File: src/rtl/tcf_pkg.sv
// Constants, types and register map of the timer capture/compare flag channel
package tcf_pkg;
    // Register indices; byte address is four times the index
    localparam logic [23:0] IDX_IO_CONTROL_HIGH = 24'hFFFFF2;
    localparam logic [23:0] IDX_CHANNEL_STATUS_FLAGS = 24'hFFFFF5;
    localparam logic [23:0] IDX_COUNTER_CONTROL = 24'hFFFFF0;
    localparam logic [23:0] IDX_REQUEST_ENABLE = 24'hFFFFF4;
    localparam logic [23:0] IDX_CHANNEL_COUNTER = 24'hFFFFF6;
    localparam logic [23:0] IDX_GENERAL_REG_A = 24'hFFFFF8;
    localparam logic [23:0] IDX_GENERAL_REG_B = 24'hFFFFF9;
    localparam logic [23:0] IDX_GENERAL_REG_C = 24'hFFFFFA;
    // Field positions
    localparam int FLAG_A_BIT = 0;
    localparam int FLAG_B_BIT = 1;
    localparam int FLAG_C_BIT = 2;
    localparam int RUN_BIT = 0;
    localparam int CLEAR_SEL_LSB = 5;
    // Mode codes
    localparam logic [3:0] PIN_B_OUTPUT_OFF = 4'h0;
    localparam logic [3:0] PIN_A_CAPTURE_FALL = 4'h9;
    localparam logic [3:0] PIN_A_CAPTURE_RISE = 4'h8;
    localparam logic [2:0] CLEAR_BY_REG_A = 3'h1;
    // Reset values
    localparam logic [7:0] IO_CONTROL_RESET = 8'h00;
    localparam logic [7:0] CONTROL_RESET = 8'h00;
    localparam logic [2:0] ENABLE_RESET = 3'h0;
    localparam logic [15:0] GENERAL_REG_RESET = 16'hFFFF;

    typedef struct packed {
        logic [3:0] pin_b_mode_field;
        logic [3:0] pin_a_mode_field;
    } tcf_io_control_t;

    typedef struct packed {
        tcf_io_control_t io_control_high;
        logic [7:0] counter_control;
        logic [2:0] request_enable;
        logic [2:0] channel_status_flags;
        logic [2:0] read_as_one;
        logic [15:0] channel_counter;
        logic [15:0] general_reg_a;
        logic [15:0] general_reg_b;
        logic [15:0] general_reg_c;
        logic cap_level;
        logic pin_b_level;
    } tcf_state_t;

    typedef struct packed {
        logic [31:0] prdata;
        logic pready;
        logic pslverr;
        logic irq;
        logic capture_request_a;
        logic compare_request_c;
        logic pin_b_out;
        logic pin_b_oe;
    } tcf_outputs_t;
endpackage

File: src/rtl/tcf_channel.sv
// Timer channel with capture A, compare B and C, status flags and APB registers
//
// The implementer's own choice: the APB slave port.
`timescale 1ns/1ps
module tcf_channel
    import tcf_pkg::*;
#(
    parameter int COUNT_WIDTH = 16
)
(
    input wire logic core_clk,
    input wire logic reset,
    input wire logic psel,
    input wire logic penable,
    input wire logic pwrite,
    input wire logic [31:0] paddr,
    input wire logic [31:0] pwdata,
    input wire logic [3:0] pstrb,
    output logic [31:0] prdata,
    output logic pready,
    output logic pslverr,
    input wire logic capture_compare_pin_b_in,
    output logic capture_compare_pin_b_out,
    output logic capture_compare_pin_b_oe,
    input wire logic dma_start_a,
    input wire logic dma_flag_clear_enable,
    output logic capture_request_a,
    output logic compare_request_c,
    output logic irq
);
    tcf_state_t st_q;
    tcf_state_t st_d;
    tcf_outputs_t out_q;
    tcf_outputs_t out_d;

    function automatic logic [31:0] byte_addr(input logic [23:0] idx);
        byte_addr = {6'h00, idx, 2'b00};
    endfunction

    function automatic logic hit(input logic [31:0] addr, input logic [23:0] idx);
        hit = (addr == byte_addr(idx));
    endfunction

    function automatic logic mapped(input logic [31:0] addr);
        mapped = hit(addr, IDX_IO_CONTROL_HIGH) | hit(addr, IDX_CHANNEL_STATUS_FLAGS)
            | hit(addr, IDX_COUNTER_CONTROL) | hit(addr, IDX_REQUEST_ENABLE)
            | hit(addr, IDX_CHANNEL_COUNTER) | hit(addr, IDX_GENERAL_REG_A)
            | hit(addr, IDX_GENERAL_REG_B) | hit(addr, IDX_GENERAL_REG_C);
    endfunction

    logic access;
    logic done;
    logic wr;
    logic rd;
    logic capture_mode_a;
    logic cap_fall;
    logic cap_rise;
    logic capture_a;
    logic match_a;
    logic match_b;
    logic match_c;
    logic [2:0] hw_set;
    logic [2:0] sw_clear;
    logic [2:0] flags_next;
    logic [3:0] b_mode;
    logic [COUNT_WIDTH-1:0] cnt;

    always_comb
    begin
        st_d = st_q;
        out_d = out_q;
        access = psel & penable;
        done = access & out_q.pready;
        wr = done & pwrite & ~out_q.pslverr;
        rd = done & ~pwrite & ~out_q.pslverr;
        b_mode = st_q.io_control_high.pin_b_mode_field;
        cnt = st_q.channel_counter[COUNT_WIDTH-1:0];

        // Inputs are synchronous, so one stored sample suffices for edges
        st_d.cap_level = capture_compare_pin_b_in;
        cap_fall = st_q.cap_level & ~capture_compare_pin_b_in;
        cap_rise = ~st_q.cap_level & capture_compare_pin_b_in;
        capture_mode_a = st_q.io_control_high.pin_a_mode_field[3];
        capture_a = 1'b0;
        if (st_q.io_control_high.pin_a_mode_field == PIN_A_CAPTURE_FALL)
        begin
            capture_a = cap_fall;
        end
        else if (st_q.io_control_high.pin_a_mode_field == PIN_A_CAPTURE_RISE)
        begin
            capture_a = cap_rise;
        end
        else if (capture_mode_a)
        begin
            capture_a = cap_fall | cap_rise;
        end
        match_a = ~capture_mode_a & (cnt == st_q.general_reg_a[COUNT_WIDTH-1:0]);
        match_b = (cnt == st_q.general_reg_b[COUNT_WIDTH-1:0]);
        match_c = (cnt == st_q.general_reg_c[COUNT_WIDTH-1:0]);

        // Counter and capture transfer
        if (capture_a)
        begin
            st_d.general_reg_a = st_q.channel_counter;
        end
        // A capture clears even a stopped counter; a match only counts while running
        if ((capture_a | (match_a & st_q.counter_control[RUN_BIT]))
            && st_q.counter_control[CLEAR_SEL_LSB +: 3] == CLEAR_BY_REG_A)
        begin
            st_d.channel_counter = '0;
        end
        else if (st_q.counter_control[RUN_BIT])
        begin
            st_d.channel_counter = st_q.channel_counter + 16'h0001;
        end

        // Compare output B: bit 2 is the idle level, bits 1..0 the match action
        if (b_mode != PIN_B_OUTPUT_OFF && st_q.counter_control[RUN_BIT] && match_b)
        begin
            case (b_mode[1:0])
                2'h1: st_d.pin_b_level = 1'b0;
                2'h2: st_d.pin_b_level = 1'b1;
                2'h3: st_d.pin_b_level = ~st_q.pin_b_level;
                default: st_d.pin_b_level = st_q.pin_b_level;
            endcase
        end
        out_d.pin_b_oe = (b_mode != PIN_B_OUTPUT_OFF) & ~b_mode[3];
        out_d.pin_b_out = out_d.pin_b_oe & st_d.pin_b_level;

        // Status flags: hardware set, software clear after a read of one
        hw_set = '0;
        hw_set[FLAG_A_BIT] = capture_a;
        hw_set[FLAG_B_BIT] = match_b & st_q.counter_control[RUN_BIT];
        hw_set[FLAG_C_BIT] = match_c & st_q.counter_control[RUN_BIT];
        sw_clear = '0;
        if (wr && pstrb[0] && hit(paddr, IDX_CHANNEL_STATUS_FLAGS))
        begin
            sw_clear = ~pwdata[2:0] & st_q.read_as_one;
            st_d.read_as_one = st_q.read_as_one & ~sw_clear;
        end
        if (dma_start_a && dma_flag_clear_enable)
        begin
            sw_clear[FLAG_A_BIT] = 1'b1;
        end
        // Only a clear can come from outside; a written one is ignored
        flags_next = (st_q.channel_status_flags & ~sw_clear) | hw_set;
        st_d.channel_status_flags = flags_next;
        if (rd && hit(paddr, IDX_CHANNEL_STATUS_FLAGS))
        begin
            // Arm only what software saw; a flag set after the data was latched stays unarmed
            st_d.read_as_one = st_q.read_as_one | out_q.prdata[2:0];
        end
        // A dropped flag needs a fresh read of one before a zero write counts
        st_d.read_as_one = st_d.read_as_one & flags_next;

        // Configuration writes
        if (wr && pstrb[0])
        begin
            if (hit(paddr, IDX_IO_CONTROL_HIGH))
            begin
                st_d.io_control_high = pwdata[7:0];
                st_d.pin_b_level = pwdata[6];
            end
            if (hit(paddr, IDX_COUNTER_CONTROL))
            begin
                st_d.counter_control = pwdata[7:0];
            end
            if (hit(paddr, IDX_REQUEST_ENABLE))
            begin
                st_d.request_enable = pwdata[2:0];
            end
        end
        if (wr && pstrb[1:0] == 2'h3)
        begin
            if (hit(paddr, IDX_CHANNEL_COUNTER))
            begin
                st_d.channel_counter = pwdata[15:0];
            end
            if (hit(paddr, IDX_GENERAL_REG_A))
            begin
                st_d.general_reg_a = pwdata[15:0];
            end
            if (hit(paddr, IDX_GENERAL_REG_B))
            begin
                st_d.general_reg_b = pwdata[15:0];
            end
            if (hit(paddr, IDX_GENERAL_REG_C))
            begin
                st_d.general_reg_c = pwdata[15:0];
            end
        end

        // Requests follow the flags that will stand next cycle
        out_d.capture_request_a = flags_next[FLAG_A_BIT] & st_d.request_enable[FLAG_A_BIT];
        out_d.compare_request_c = flags_next[FLAG_C_BIT] & st_d.request_enable[FLAG_C_BIT];
        out_d.irq = |(flags_next & st_d.request_enable);

        // APB: one wait state; read data latched in the first access cycle
        out_d.pready = access & ~out_q.pready;
        out_d.pslverr = access & ~out_q.pready & ~mapped(paddr);
        if (access && !out_q.pready)
        begin
            out_d.prdata = 32'h0000_0000;
            if (hit(paddr, IDX_IO_CONTROL_HIGH))
            begin
                out_d.prdata[7:0] = st_q.io_control_high;
            end
            if (hit(paddr, IDX_CHANNEL_STATUS_FLAGS))
            begin
                out_d.prdata[2:0] = st_q.channel_status_flags;
            end
            if (hit(paddr, IDX_COUNTER_CONTROL))
            begin
                out_d.prdata[7:0] = st_q.counter_control;
            end
            if (hit(paddr, IDX_REQUEST_ENABLE))
            begin
                out_d.prdata[2:0] = st_q.request_enable;
            end
            if (hit(paddr, IDX_CHANNEL_COUNTER))
            begin
                out_d.prdata[15:0] = st_q.channel_counter;
            end
            if (hit(paddr, IDX_GENERAL_REG_A))
            begin
                out_d.prdata[15:0] = st_q.general_reg_a;
            end
            if (hit(paddr, IDX_GENERAL_REG_B))
            begin
                out_d.prdata[15:0] = st_q.general_reg_b;
            end
            if (hit(paddr, IDX_GENERAL_REG_C))
            begin
                out_d.prdata[15:0] = st_q.general_reg_c;
            end
        end
    end

    always_ff @(posedge core_clk)
    begin
        if (reset)
        begin
            st_q <= '{io_control_high: IO_CONTROL_RESET, counter_control: CONTROL_RESET,
                request_enable: ENABLE_RESET, channel_status_flags: 3'h0, read_as_one: 3'h0,
                channel_counter: 16'h0000, general_reg_a: GENERAL_REG_RESET,
                general_reg_b: GENERAL_REG_RESET, general_reg_c: GENERAL_REG_RESET,
                cap_level: 1'b1, pin_b_level: 1'b0};
            out_q <= '0;
        end
        else
        begin
            st_q <= st_d;
            out_q <= out_d;
        end
    end

    assign prdata = out_q.prdata;
    assign pready = out_q.pready;
    assign pslverr = out_q.pslverr;
    assign irq = out_q.irq;
    assign capture_request_a = out_q.capture_request_a;
    assign compare_request_c = out_q.compare_request_c;
    assign capture_compare_pin_b_out = out_q.pin_b_out;
    assign capture_compare_pin_b_oe = out_q.pin_b_oe;
endmodule // tcf_channel

File: config.mk
export PLATFORM = sky130hd
export DESIGN_NAME = tcf_channel
export DESIGN_NICKNAME = d
export VERILOG_FILES = /design/src/rtl/tcf_pkg.sv /design/src/rtl/tcf_channel.sv
export SDC_FILE = /design/constraint.sdc
export NUM_CORES = 1
export LEC_CHECK = 0
export ABC_AREA = 0
export BUFFER_PORTS_ARGS = -buffer_cell sky130_fd_sc_hd__clkbuf_2
export CAP_MARGIN = 20
export CELL_PAD_IN_SITES_DETAIL_PLACEMENT = 1
export CELL_PAD_IN_SITES_GLOBAL_PLACEMENT = 2
export CORE_MARGIN = 1.5
export CORE_UTILIZATION = 30
export CTS_CLUSTER_SIZE = 14
export DETAILED_ROUTE_END_ITERATION = 10
export MAX_ROUTING_LAYER = met4
export PLACE_DENSITY_LB_ADDON = 0.1
export SYNTH_ARGS = -nofsm -noshare
export SYNTH_HDL_FRONTEND = slang
export SYNTH_SLANG_ARGS = --single-unit
File: constraint.sdc
create_clock -name core_clk -period 2.4 [get_ports core_clk]
set_input_delay 0.72 -clock core_clk [delete_from_list [all_inputs] [get_ports core_clk]]
set_output_delay 0.72 -clock core_clk [all_outputs]
set_load 0.1 [all_outputs]
# Word level (Yosys, flattened, before mapping)
# Index checks and enable logic that the tools add are counted.
# Widths: inputs -> output; s select.
classes:
  n_reduce_logical: 16
  bitwise_logic: 46
  mux: 29
  add_sub_neg: 1
  n_eq_ne: 18
ops:
  columns: ["operator", "n"]
  rows:
  - ["$eq 32x26->1 const B", 8]
  - ["$mux 16", 11]
  - ["$mux 64", 1]
  - ["$eq 16x16->1", 3]
  - ["$mux 3", 7]
  - ["$and 1x1->1", 18]
  - ["$add 16x1->16 const B", 1]
  - ["$mux 8", 2]
  - ["$and 3x3->3", 5]
  - ["$logic_and 1x1->1", 9]
  - ["$not 1->1", 9]
  - ["$not 3->3", 3]
  - ["$or 1x1->1", 9]
  - ["$eq 4x4->1 const B", 2]
  - ["$reduce_and 2->1", 4]
  - ["$mux 1", 7]
  - ["$eq 2x2->1 const B", 3]
  - ["$or 3x3->3", 2]
  - ["$reduce_bool 4->1", 1]
  - ["$eq 3x1->1 const B", 1]
  - ["$pmux 1 s3", 1]
  - ["$reduce_or 3->1", 1]
  - ["$eq 2x1->1 const B", 1]
  - ["$logic_not 1->1", 1]
totals:
  output_inout_bits: 39
  in_bits: 76
  register_bits: 114
  word_cells: 130

# Logic depth before layout (Yosys ltp)
# Gate-level depths: netlist of the first run.
logic_depth:
  word_depth: 13
  depth_mapped: 10
  mapped_depth_nobuf: 8

# Least setup slack after synthesis of the first run
# OpenSTA, ideal clock, no wires.
synth_timing:
  kind: "reg2reg"
  startpoint: "register out_q (netlist bit pready)"
  endpoint: "register st_q[39] in the netlist's numbering"
  slack_ns: -0.341
  stages_incl_launch_ff: 9
  synth_period_minus_slack_ns: 2.741
  setup_ns: 0.119
  t_arrival_ns: 2.621
  n_path_buf: 2
  required_time_ns: 2.281
  path_cell_list: "dfxtp_1 nand4b_1 nor2_2 nand2_1 or4_1 buf_2 buf_6 nor2_1 o21bai_1"
synth_between:
  elab_chain_cells: 5
synth_lines:
  columns: ["element", "line", "rtl"]
  rows:
  - ["start: declaration", "tcf_channel.sv:33", "tcf_outputs_t out_q;"]
  - ["start signal: assignment", "tcf_channel.sv:253", "out_q <= out_d;"]
  - ["$and 1x1->1", "tcf_channel.sv:73", "done = access & out_q.pready;"]
  - ["$and 1x1->1 (2 in series)", "tcf_channel.sv:74", "wr = done & pwrite & ~out_q.pslverr;"]
  - ["$logic_and 1x1->1", "tcf_channel.sv:173", "if (wr && pstrb[1:0] == 2'h3)"]
  - ["$mux 64", "tcf_channel.sv:173", null]
  - ["end signal: assignment", "tcf_channel.sv:243", "st_q <= '{io_control_high: IO_CONTROL_RESET, counter_control: CONTROL_RESET,"]
  - ["end signal: assignment", "tcf_channel.sv:252", "st_q <= st_d;"]
  - ["end: declaration", "tcf_channel.sv:31", "tcf_state_t st_q;"]
# Every way passes these cells.
# A chain may end at the register's enable or synchronous reset.

# Worst setup path after layout of the first run
layout_timing:
  startpoint: "input paddr[30]"
  endpoint: "register out_q (netlist bit irq)"
layout_between:
  elab_chain_cells: 9
  word_cells_on_any_way: 12
  classes_between: "eq/ne (2); mux (4); bitwise (4); reduce/logical (2)"
layout_lines:
  columns: ["element", "line", "rtl"]
  rows:
  - ["start: declaration", "tcf_channel.sv:16", "input wire logic [31:0] paddr,"]
  - ["$eq 32x26->1", "tcf_channel.sv:41", "hit = (addr == byte_addr(idx));"]
  - ["$logic_and 1x1->1", "tcf_channel.sv:136", "if (wr && pstrb[0] && hit(paddr, IDX_CHANNEL_STATUS_FLAGS))"]
  - ["$mux 3", "tcf_channel.sv:136", null]
  - ["$mux 1", "tcf_channel.sv:141", "if (dma_start_a && dma_flag_clear_enable)"]
  - ["$not 3->3", "tcf_channel.sv:146", "flags_next = (st_q.channel_status_flags & ~sw_clear) | hw_set;"]
  - ["$and 3x3->3", "tcf_channel.sv:146", null]
  - ["$or 3x3->3", "tcf_channel.sv:146", null]
  - ["$and 3x3->3 *", "tcf_channel.sv:196", "out_d.irq = |(flags_next & st_d.request_enable);"]
  - ["$reduce_or 3->1 *", "tcf_channel.sv:196", null]
# Every way passes the cells marked *; elsewhere a longest branch is shown, timed or not.

==> run metrics, run 1 <==
run status finished, final reports clean; fraction of registers with async set/reset 0; register area share after synthesis 0.3615; Fin. Hold Viols 0; DRC marker count from the first detailed-route iteration between 300 and 400; floorplan die width approximately 150 µm; Least-Margin Pin Slew 534.5 ps; maximum number of pins on one net before global-route repair 52; total via count in the routed design 5986; setup clock skew after layout 6.876 ps; Net count, final 957; Worst Setup Start Kind input pin; family of cells with the greatest summed delay on the critical path simple AND/OR/NAND/NOR gates; capture point of the critical path irq$_SDFF_PP0_; drt drc 0; RSZ-0062 raised after global routing false; half-perimeter wire length of the detailed placement result around 17 mm; number of setup violations in the final report 0; overall track demand over capacity in global routing 0.2208; full die area around 0.022 mm²; via count of the first global-routing pass about 6000; I/O pin count between 100 and 150; average cell area after synthesis 8.486 µm²; power density of the placed cells 608.2 mW/mm²; Finished Layout Cells 1161; ratio of routed vias to standard cells 5.156; arrival time worst endpoint roughly 2600 ps; share of the synthesized area in the top cell type 0.3615; Post-synth EDFFs 0; routed wire length per instance 19.74 µm; number of sinks handled by clock tree synthesis 114; number of synthesized register bits 114; maximum level of the CTS H-tree 4; CP max stage delay 380 ps; post-synthesis cell count approximately 740; starting density of the core 0.3090; sort of element at the end of the critical path flip-flop; total power after layout around 5 mW; Critical Path Slowest Stage Cell sky130_fd_sc_hd__nor4_4; floorplan core area 0.02043 mm²; final worst-path setup slack roughly 94 ps; Post-synth top flop sky130_fd_sc_hd__dfxtp_1; drt total wl 22.92 mm; R2R Path Start st_q[24]$_SDFFE_PP1P_; final cycle utilization of the critical path 0.9606; GPL Wtd Cong between 0.8 and 0.9; input/output buffers 80; buffer levels on the longest clock path 2; largest area contributor in the netlist sky130_fd_sc_hd__dfxtp_1; WHS ~450 ps; clock latency reported for the late side of the worst-skew pair 420 ps; logic depth of the worst setup path including buffers 8; leading cell types in the layout, fill and taps excluded 112 x sky130_fd_sc_hd__dfxtp_1, 91 x sky130_fd_sc_hd__nand2_1, 80 x sky130_fd_sc_hd__clkbuf_2; utilization after layout 0.4021; placed cell count ~1100; critical path type input pin to flip-flop; number of buffers created by CTS 17; final critical-path required period approximately 2300 ps; Antenna Violating Nets Remaining 0; first drt pass iteration count 5; FF-to-FF path depth 6; most frequent standard cell in the layout excluding fill and tap cells sky130_fd_sc_hd__dfxtp_1; class of the tightest hold or removal check flip-flop to flip-flop; layout cells sized above 1 0.2828; worst max-slew margin expressed relative to the limit 0.6409; number of max-cap violations 0; clock transition time at the flip-flop clock pins of the worst setup and hold paths about 60 ps; register-to-register setup slack ~150 ps; growth of design area from synthesis to finish 30.12%; worst-path cell chain clkbuf_2 -> nor4_4 -> and4_4 -> buf_4 -> and4_1 -> mux2i_1 -> nor3_1 -> a211o_1; YS warnings 0; worst path bufs/invs 2; data required time of the critical path about 2700 ps; worst reg2reg path endpoint st_q[0]$_SDFF_PP0_; area of the mapped netlist ~0.0063 mm²; wire length of the first global-routing pass about 36 mm; FMAX 433.7 MHz; worst-case vdd ir drop 419.5 µV; fin. max-slew vios 0; clock tree from TritonCTS done; Row Count 52; Max Fanout on Critical Path 5; crit path launch paddr[30]; CTS Root Cell sky130_fd_sc_hd__clkbuf_16; Leak around 3.2 nW; antenna violations before repair 0; number of library cell types mapped by synthesis 70; DIE HEIGHT 148.1 µm; worst slack after detailed placement -380.1 ps; main area contributors after synthesis sky130_fd_sc_hd__dfxtp_1 36%, sky130_fd_sc_hd__nand2_1 5.4%, sky130_fd_sc_hd__xor2_1 5.1%, sky130_fd_sc_hd__nor2_1 4.5%, sky130_fd_sc_hd__xnor2_1 3.6%; final global-route overflow total 0; diode count 0
-- final cells by class --
cell class | instances | area (µm²)
fill | 2439 | 12210
clock buffer | 24 | 501.7
inverter | 7 | 26.28
timing repair buffer | 172 | 1236
sequential | 114 | 2285
tap | 270 | 337.8
multi-input combinational | 566 | 3705
clock inverter | 8 | 123.9
-- per-stage QoR --
stage | area, µm² | setup TNS (ps)
floorplan | 6385 | 0
global placement | 7540 | -15730
detailed placement | 7551 | -17890
CTS | 8177 | 0
global route | 8215 | 0
finish | 8215 | 0
-- registers in the layout, summed over array words and instances, names as in the netlist --
register and flops:
b_mode 4, st_q 70, capture_compare_pin_b_oe 1, capture_request_a 1, irq 1, capture_mode_a 1
capture_compare_pin_b_out 1, pready 1, pslverr 1, compare_request_c 1, prdata 16, cnt 16
-- worst min-delay path, delay by kind of cell, from the launching register on --
kind,cells,cell delay (ps)
flip-flops,1,300
AO/OA/AOI/OAI,1,50
AND/OR/NAND/NOR,1,50
-- worst min-delay path by stage --
stage | depth (start not counted) | endpoint | startpoint | slack, ps
3_3_place_gp | 2 | prdata[13]$_SDFFE_PP0P_ | prdata[13]$_SDFFE_PP0P_ | 440
3_5_place_dp | 2 | prdata[11]$_SDFFE_PP0P_ | prdata[11]$_SDFFE_PP0P_ | 440
6_report | 2 | prdata[13]$_SDFFE_PP0P_ | prdata[13]$_SDFFE_PP0P_ | 450
2_1_floorplan | 1 | capture_compare_pin_b_oe$_SDFF_PP0_ | b_mode[3]$_SDFFE_PP0P_ | 430
4_1_cts | 2 | prdata[11]$_SDFFE_PP0P_ | prdata[11]$_SDFFE_PP0P_ | 450
5_1_grt | 2 | prdata[11]$_SDFFE_PP0P_ | prdata[11]$_SDFFE_PP0P_ | 470
-- cells by family after synthesis --
kind of cell,share of synthesized area
and+or+nand+nor,0.2578
AOI/OAI and AO/OA,0.1742
DFF,0.3615
buffers and inverters,0.06500
xor gates and xnor gates,0.08740
muxes,0.04756
adders and majority gates,0.005946
other,0.0005940
-- synth_stat cells, types with 14 or more instances --
cell,number
sky130_fd_sc_hd__a211o_1,18
sky130_fd_sc_hd__a21oi_1,23
sky130_fd_sc_hd__a221oi_1,14
sky130_fd_sc_hd__buf_4,23
sky130_fd_sc_hd__clkbuf_1,35
sky130_fd_sc_hd__dfxtp_1,114
sky130_fd_sc_hd__mux2_2,16
sky130_fd_sc_hd__nand2_1,91
sky130_fd_sc_hd__nand3b_1,17
sky130_fd_sc_hd__nand4_1,15
sky130_fd_sc_hd__nor2_1,75
sky130_fd_sc_hd__nor2b_1,18
sky130_fd_sc_hd__o21ai_0,32
sky130_fd_sc_hd__o21bai_1,16
sky130_fd_sc_hd__xnor2_1,26
sky130_fd_sc_hd__xor2_1,37
-- routing by layer --
metal / global-route usage / wire, µm / vias up
li1: - / - / 2870
met1: 0.2938 / 10980 / 2955
met2: 0.3467 / 10600 / 134
met3: 0.03067 / 942 / 27
met4: 0.07079 / 396 / 0
met5: - / 0 / -
-- power breakdown --
group	internal (mW)	switching, mW	total (mW)
Clock	1.77	0.921	2.69
Combinational	0.101	0.298	0.400
Sequential	1.90	0.00600	1.91
-- repair_timing --
action	CTS	global route
buffers inserted	0	2
endpoints found under the setup margin	0	20
gates resized for setup	0	4
hold buffers	0	0
No activity file was read; power rests on OpenSTA's default activity.
==> run 2: changes to the inputs <==
--- a/config.mk
+++ b/config.mk
@@ -5,13 +5,13 @@
 export SDC_FILE = /design/constraint.sdc
 export NUM_CORES = 1
 export LEC_CHECK = 0
-export ABC_AREA = 0
+export ABC_AREA = 1
 export BUFFER_PORTS_ARGS = -buffer_cell sky130_fd_sc_hd__clkbuf_2
 export CAP_MARGIN = 20
 export CELL_PAD_IN_SITES_DETAIL_PLACEMENT = 1
 export CELL_PAD_IN_SITES_GLOBAL_PLACEMENT = 2
 export CORE_MARGIN = 1.5
-export CORE_UTILIZATION = 30
+export CORE_UTILIZATION = 28
 export CTS_CLUSTER_SIZE = 14
 export DETAILED_ROUTE_END_ITERATION = 10
 export MAX_ROUTING_LAYER = met4
==> constraint.sdc (replaced) <==
create_clock -name core_clk -period 1.9 [get_ports core_clk]
set_input_delay 0.57 -clock core_clk [delete_from_list [all_inputs] [get_ports core_clk]]
set_output_delay 0.57 -clock core_clk [all_outputs]
set_load 0.1 [all_outputs]
==> run metrics, run 2 <==
run status finished, final reports clean; R2R Path Start cnt[2]$_SDFF_PP0_; utilization after layout 0.3947 (-0.007397); input/output buffers 80 (unchanged); total power after layout 5.978 mW (+20%); switching power 1.566 mW (+28%); area of the mapped netlist 0.006434 mm² (+1.9%); share of the synthesized area in the top cell type 0.3547 (-0.006749); DIE HEIGHT 154.6 µm (+4.4%); number of sinks handled by clock tree synthesis 114 (unchanged); number of library cell types mapped by synthesis 44 (-37%); Worst Setup Start Kind flip-flop; final cycle utilization of the critical path 0.9732; diode count 0 (unchanged); GPL Wtd Cong 0.8033 (-3.2%); main area contributors after synthesis sky130_fd_sc_hd__dfxtp_1 35%, sky130_fd_sc_hd__nand2_1 15%, sky130_fd_sc_hd__o211ai_1 6.3%, sky130_fd_sc_hd__inv_1 5.0%, sky130_fd_sc_hd__a21oi_1 4.5%; post-synthesis cell count 938 (+26%); RSZ-0062 raised after global routing true; Least-Margin Pin Slew 547.9 ps (+13.37 ps); sequential share of power 0.401 (+0.019); CTS Root Cell sky130_fd_sc_hd__clkbuf_16; Post-synth top flop sky130_fd_sc_hd__dfxtp_1; maximum level of the CTS H-tree 4 (unchanged); final global-route overflow total 0 (unchanged); via count of the first global-routing pass 6835 (+12%); Row Count 55 (+5.8%); worst reg2reg path endpoint cnt[15]$_SDFF_PP0_; Critical Path Slowest Stage Cell sky130_fd_sc_hd__clkbuf_2; register-to-register setup slack 110 ps (-40 ps); arrival time worst endpoint 1280 ps (-1340 ps); capture point of the critical path prdata[1]; first drt pass iteration count 4 (-1); power density of the placed cells 671.0 mW/mm² (+10%); number of fill cells 2875 (+18%); FF-to-FF path depth 11 (+5); maximum number of pins on one net before global-route repair 33 (-37%); Max Fanout on Critical Path 3 (-2); cell-internal power 4.412 mW (+17%); drt total wl 24.83 mm (+8.3%); largest area contributor in the netlist sky130_fd_sc_hd__dfxtp_1; total via count in the routed design 6758 (+13%); clock transition time at the flip-flop clock pins of the worst setup and hold paths 60 ps (about the same); Reg with most FFs st_q; floorplan core area 0.02257 mm² (+10%); layout cells sized above 1 0.2930 (+0.01022); most frequent standard cell in the layout excluding fill and tap cells sky130_fd_sc_hd__nand2_1; YS warnings 0 (unchanged); FMAX between 500 and 600 MHz; Net count, final 1216 (+27%); overall track demand over capacity in global routing 0.2218 (+0.0009973); family of cells with the greatest summed delay on the critical path buffers and inverters; crit path launch prdata[1]$_SDFFE_PP0P_; data required time of the critical path 1330 ps (-1380 ps); sort of element at the end of the critical path output pin; antenna violations before repair 0 (unchanged); Largest register FFs 70 (unchanged); worst-path cell chain clkbuf_2; routed wire length per instance 17.30 µm (-12%); relative contribution of combinational cells to total power 0.072 (-0.008); full die area 0.02390 mm² (+9.0%); number of max-cap violations 0 (unchanged); final critical-path required period roughly 1800 ps; clock latency reported for the late side of the worst-skew pair 420 ps (about the same); wire length of the first global-routing pass 39.05 mm (+9.9%); Post-synth EDFFs 0 (unchanged); number of setup violations in the final report 0 (unchanged); Finished Layout Cells 1435 (+24%); number of buffers created by CTS 17 (unchanged); worst max-slew margin expressed relative to the limit 0.6363 (-0.004619); DRC marker count from the first detailed-route iteration 297 (-3.6%); fraction of registers with async set/reset 0 (unchanged); worst path bufs/invs 1 (-1); Antenna Violating Nets Remaining 0 (unchanged); I/O pin count 115 (unchanged); clock network power share 0.528 (-0.010); post-route cell area 0.008910 mm² (+8.5%); cell with the most instances after synthesis sky130_fd_sc_hd__nand2_1; leading cell types in the layout, fill and taps excluded 247 x sky130_fd_sc_hd__nand2_1, 129 x sky130_fd_sc_hd__buf_4, 110 x sky130_fd_sc_hd__dfxtp_1; setup clock skew after layout 8.622 ps (+1.746 ps); Placed Instance Area 0.008130 mm² (+7.7%); class of the tightest hold or removal check input pin to flip-flop; ratio of routed vias to standard cells 4.709 (-8.7%); placed cell count 1397 (+24%); drt drc 0 (unchanged); Leak 4.254 nW (+31%); Fin. Hold Viols 0 (unchanged); average cell area after synthesis 6.859 µm² (-19%); worst-case vdd ir drop 588.7 µV (+40%); critical path type flip-flop to output pin; clock tree from TritonCTS done; logic depth of the worst setup path including buffers 1 (-7); CP max stage delay 480 ps (+100 ps); leading post-synthesis cells by instance count 253 x sky130_fd_sc_hd__nand2_1, 114 x sky130_fd_sc_hd__dfxtp_1, 86 x sky130_fd_sc_hd__inv_1, 63 x sky130_fd_sc_hd__nor2_1, 58 x sky130_fd_sc_hd__a21oi_1; switch share 0.2620 (+0.01674); fin. max-slew vios 0 (unchanged); starting density of the core 0.2850 (-0.02401); growth of design area from synthesis to finish 38.49%; half-perimeter wire length of the detailed placement result 18.74 mm (+8.9%); register area share after synthesis 0.3547 (-0.006749); buffer levels on the longest clock path 2 (unchanged); floorplan die width 154.6 µm (+4.4%); number of synthesized register bits 114 (unchanged)
-- run 2: cell count changes in the layout (fill, tap and decap cells not counted), moves of 14 or more --
| cell | previous run | this run |
|---|---|---|
| sky130_fd_sc_hd__buf_4 | 79 | 129 |
| sky130_fd_sc_hd__nand2_1 | 91 | 247 |
| sky130_fd_sc_hd__o21bai_1 | 16 | 0 |
| sky130_fd_sc_hd__inv_1 | 7 | 79 |
| sky130_fd_sc_hd__xor2_1 | 37 | 19 |
| sky130_fd_sc_hd__a221oi_1 | 14 | 0 |
| sky130_fd_sc_hd__a211o_1 | 18 | 0 |
| sky130_fd_sc_hd__o211ai_1 | 2 | 54 |
| sky130_fd_sc_hd__a21oi_1 | 23 | 57 |
| sky130_fd_sc_hd__nand3_1 | 10 | 46 |
| sky130_fd_sc_hd__mux2_2 | 16 | 0 |
| sky130_fd_sc_hd__nor2b_1 | 18 | 0 |
| sky130_fd_sc_hd__nor2_1 | 75 | 57 |
-- run 2: power groups by stage --
stage          clock [mW]  sequential [mW]  combinational [mW]
3_3_place_gp            0             2.45               0.425
6_report             3.15             2.39               0.429
4_1_cts              3.23             2.39               0.429
5_1_grt              3.32             2.39               0.462
3_5_place_dp            0             2.45               0.427
2_1_floorplan           0             2.46               0.255
-- run 2: area by class of cell --
class | count | area (µm²) | share of cell area
multi-input cells | 684 | 3636 | 0.4081
flip-flops and latches | 114 | 2290 | 0.2570
repair buffers | 225 | 1694 | 0.1901
clock buffers | 20 | 467.9 | 0.05252
inverters | 95 | 359.1 | 0.04030
well taps | 285 | 356.6 | 0.04002
clock inverters | 12 | 106.4 | 0.01194
-- run 2: kinds of logic (layout without fill, tap and decap cells) --
group,count (synthesis),in the layout,share of synthesized area
adder cells (fa/ha/maj),3,3,0.005835
buffers and inverters,155,352,0.1083
flip-flops,114,114,0.3547
other,1,16,0.0005829
AO/OA/AOI/OAI,179,179,0.1678
XOR/XNOR,32,32,0.04356
AND/OR/NAND/NOR,454,454,0.3191
-- run 2: how the worst min path moves through the flow --
stage	startpoint	end	slack (ps)	cells past startpoint
2_1_floorplan	b_mode[3]$_SDFFE_PP0P_	capture_compare_pin_b_oe$_SDFF_PP0_	450	1
3_3_place_gp	prdata[8]$_SDFFE_PP0P_	prdata[8]$_SDFFE_PP0P_	460	2
3_5_place_dp	prdata[10]$_SDFFE_PP0P_	prdata[10]$_SDFFE_PP0P_	460	2
4_1_cts	pwdata[7]	cnt[7]$_SDFF_PP0_	380	3
5_1_grt	pwdata[5]	cnt[5]$_SDFF_PP0_	400	3
6_report	pwdata[5]	cnt[5]$_SDFF_PP0_	400	3
-- run 2: what timing repair did --
action	CTS	global route
gates cloned	0	1
pin swaps	0	14
hold buffers	0	0
resized for setup	2	40
buffers inserted	0	6
setup endpoints to repair	4	67
-- run 2: through the flow --
step	hold slack (ps)	setup WS (ps)	setup TNS, ps
4_1_cts	382.1	2.680	0
3_5_place_dp	456.4	-441.6	-29330
6_report	397.8	50.90	0
2_1_floorplan	448.2	33.19	0
3_3_place_gp	455.6	-440.7	-28900
5_1_grt	398.2	-75.78	-294.5
-- run 2: worst reg2reg max path, delay by kind of cell (launching register included) --
kind             cells  cell delay [ps]
AND/OR/NAND/NOR     10             1160
flip-flops           1              480
AO/OA/AOI/OAI        1               50
-- run 2: per-layer routing --
layer / track usage / part of all wire / vias up
met5: - / 0 / -
met4: 0.05220 / 0.011 / 0
met3: 0.02774 / 0.034 / 19
met2: 0.3402 / 0.44 / 116
met1: 0.3101 / 0.51 / 3153
li1: - / - / 3470
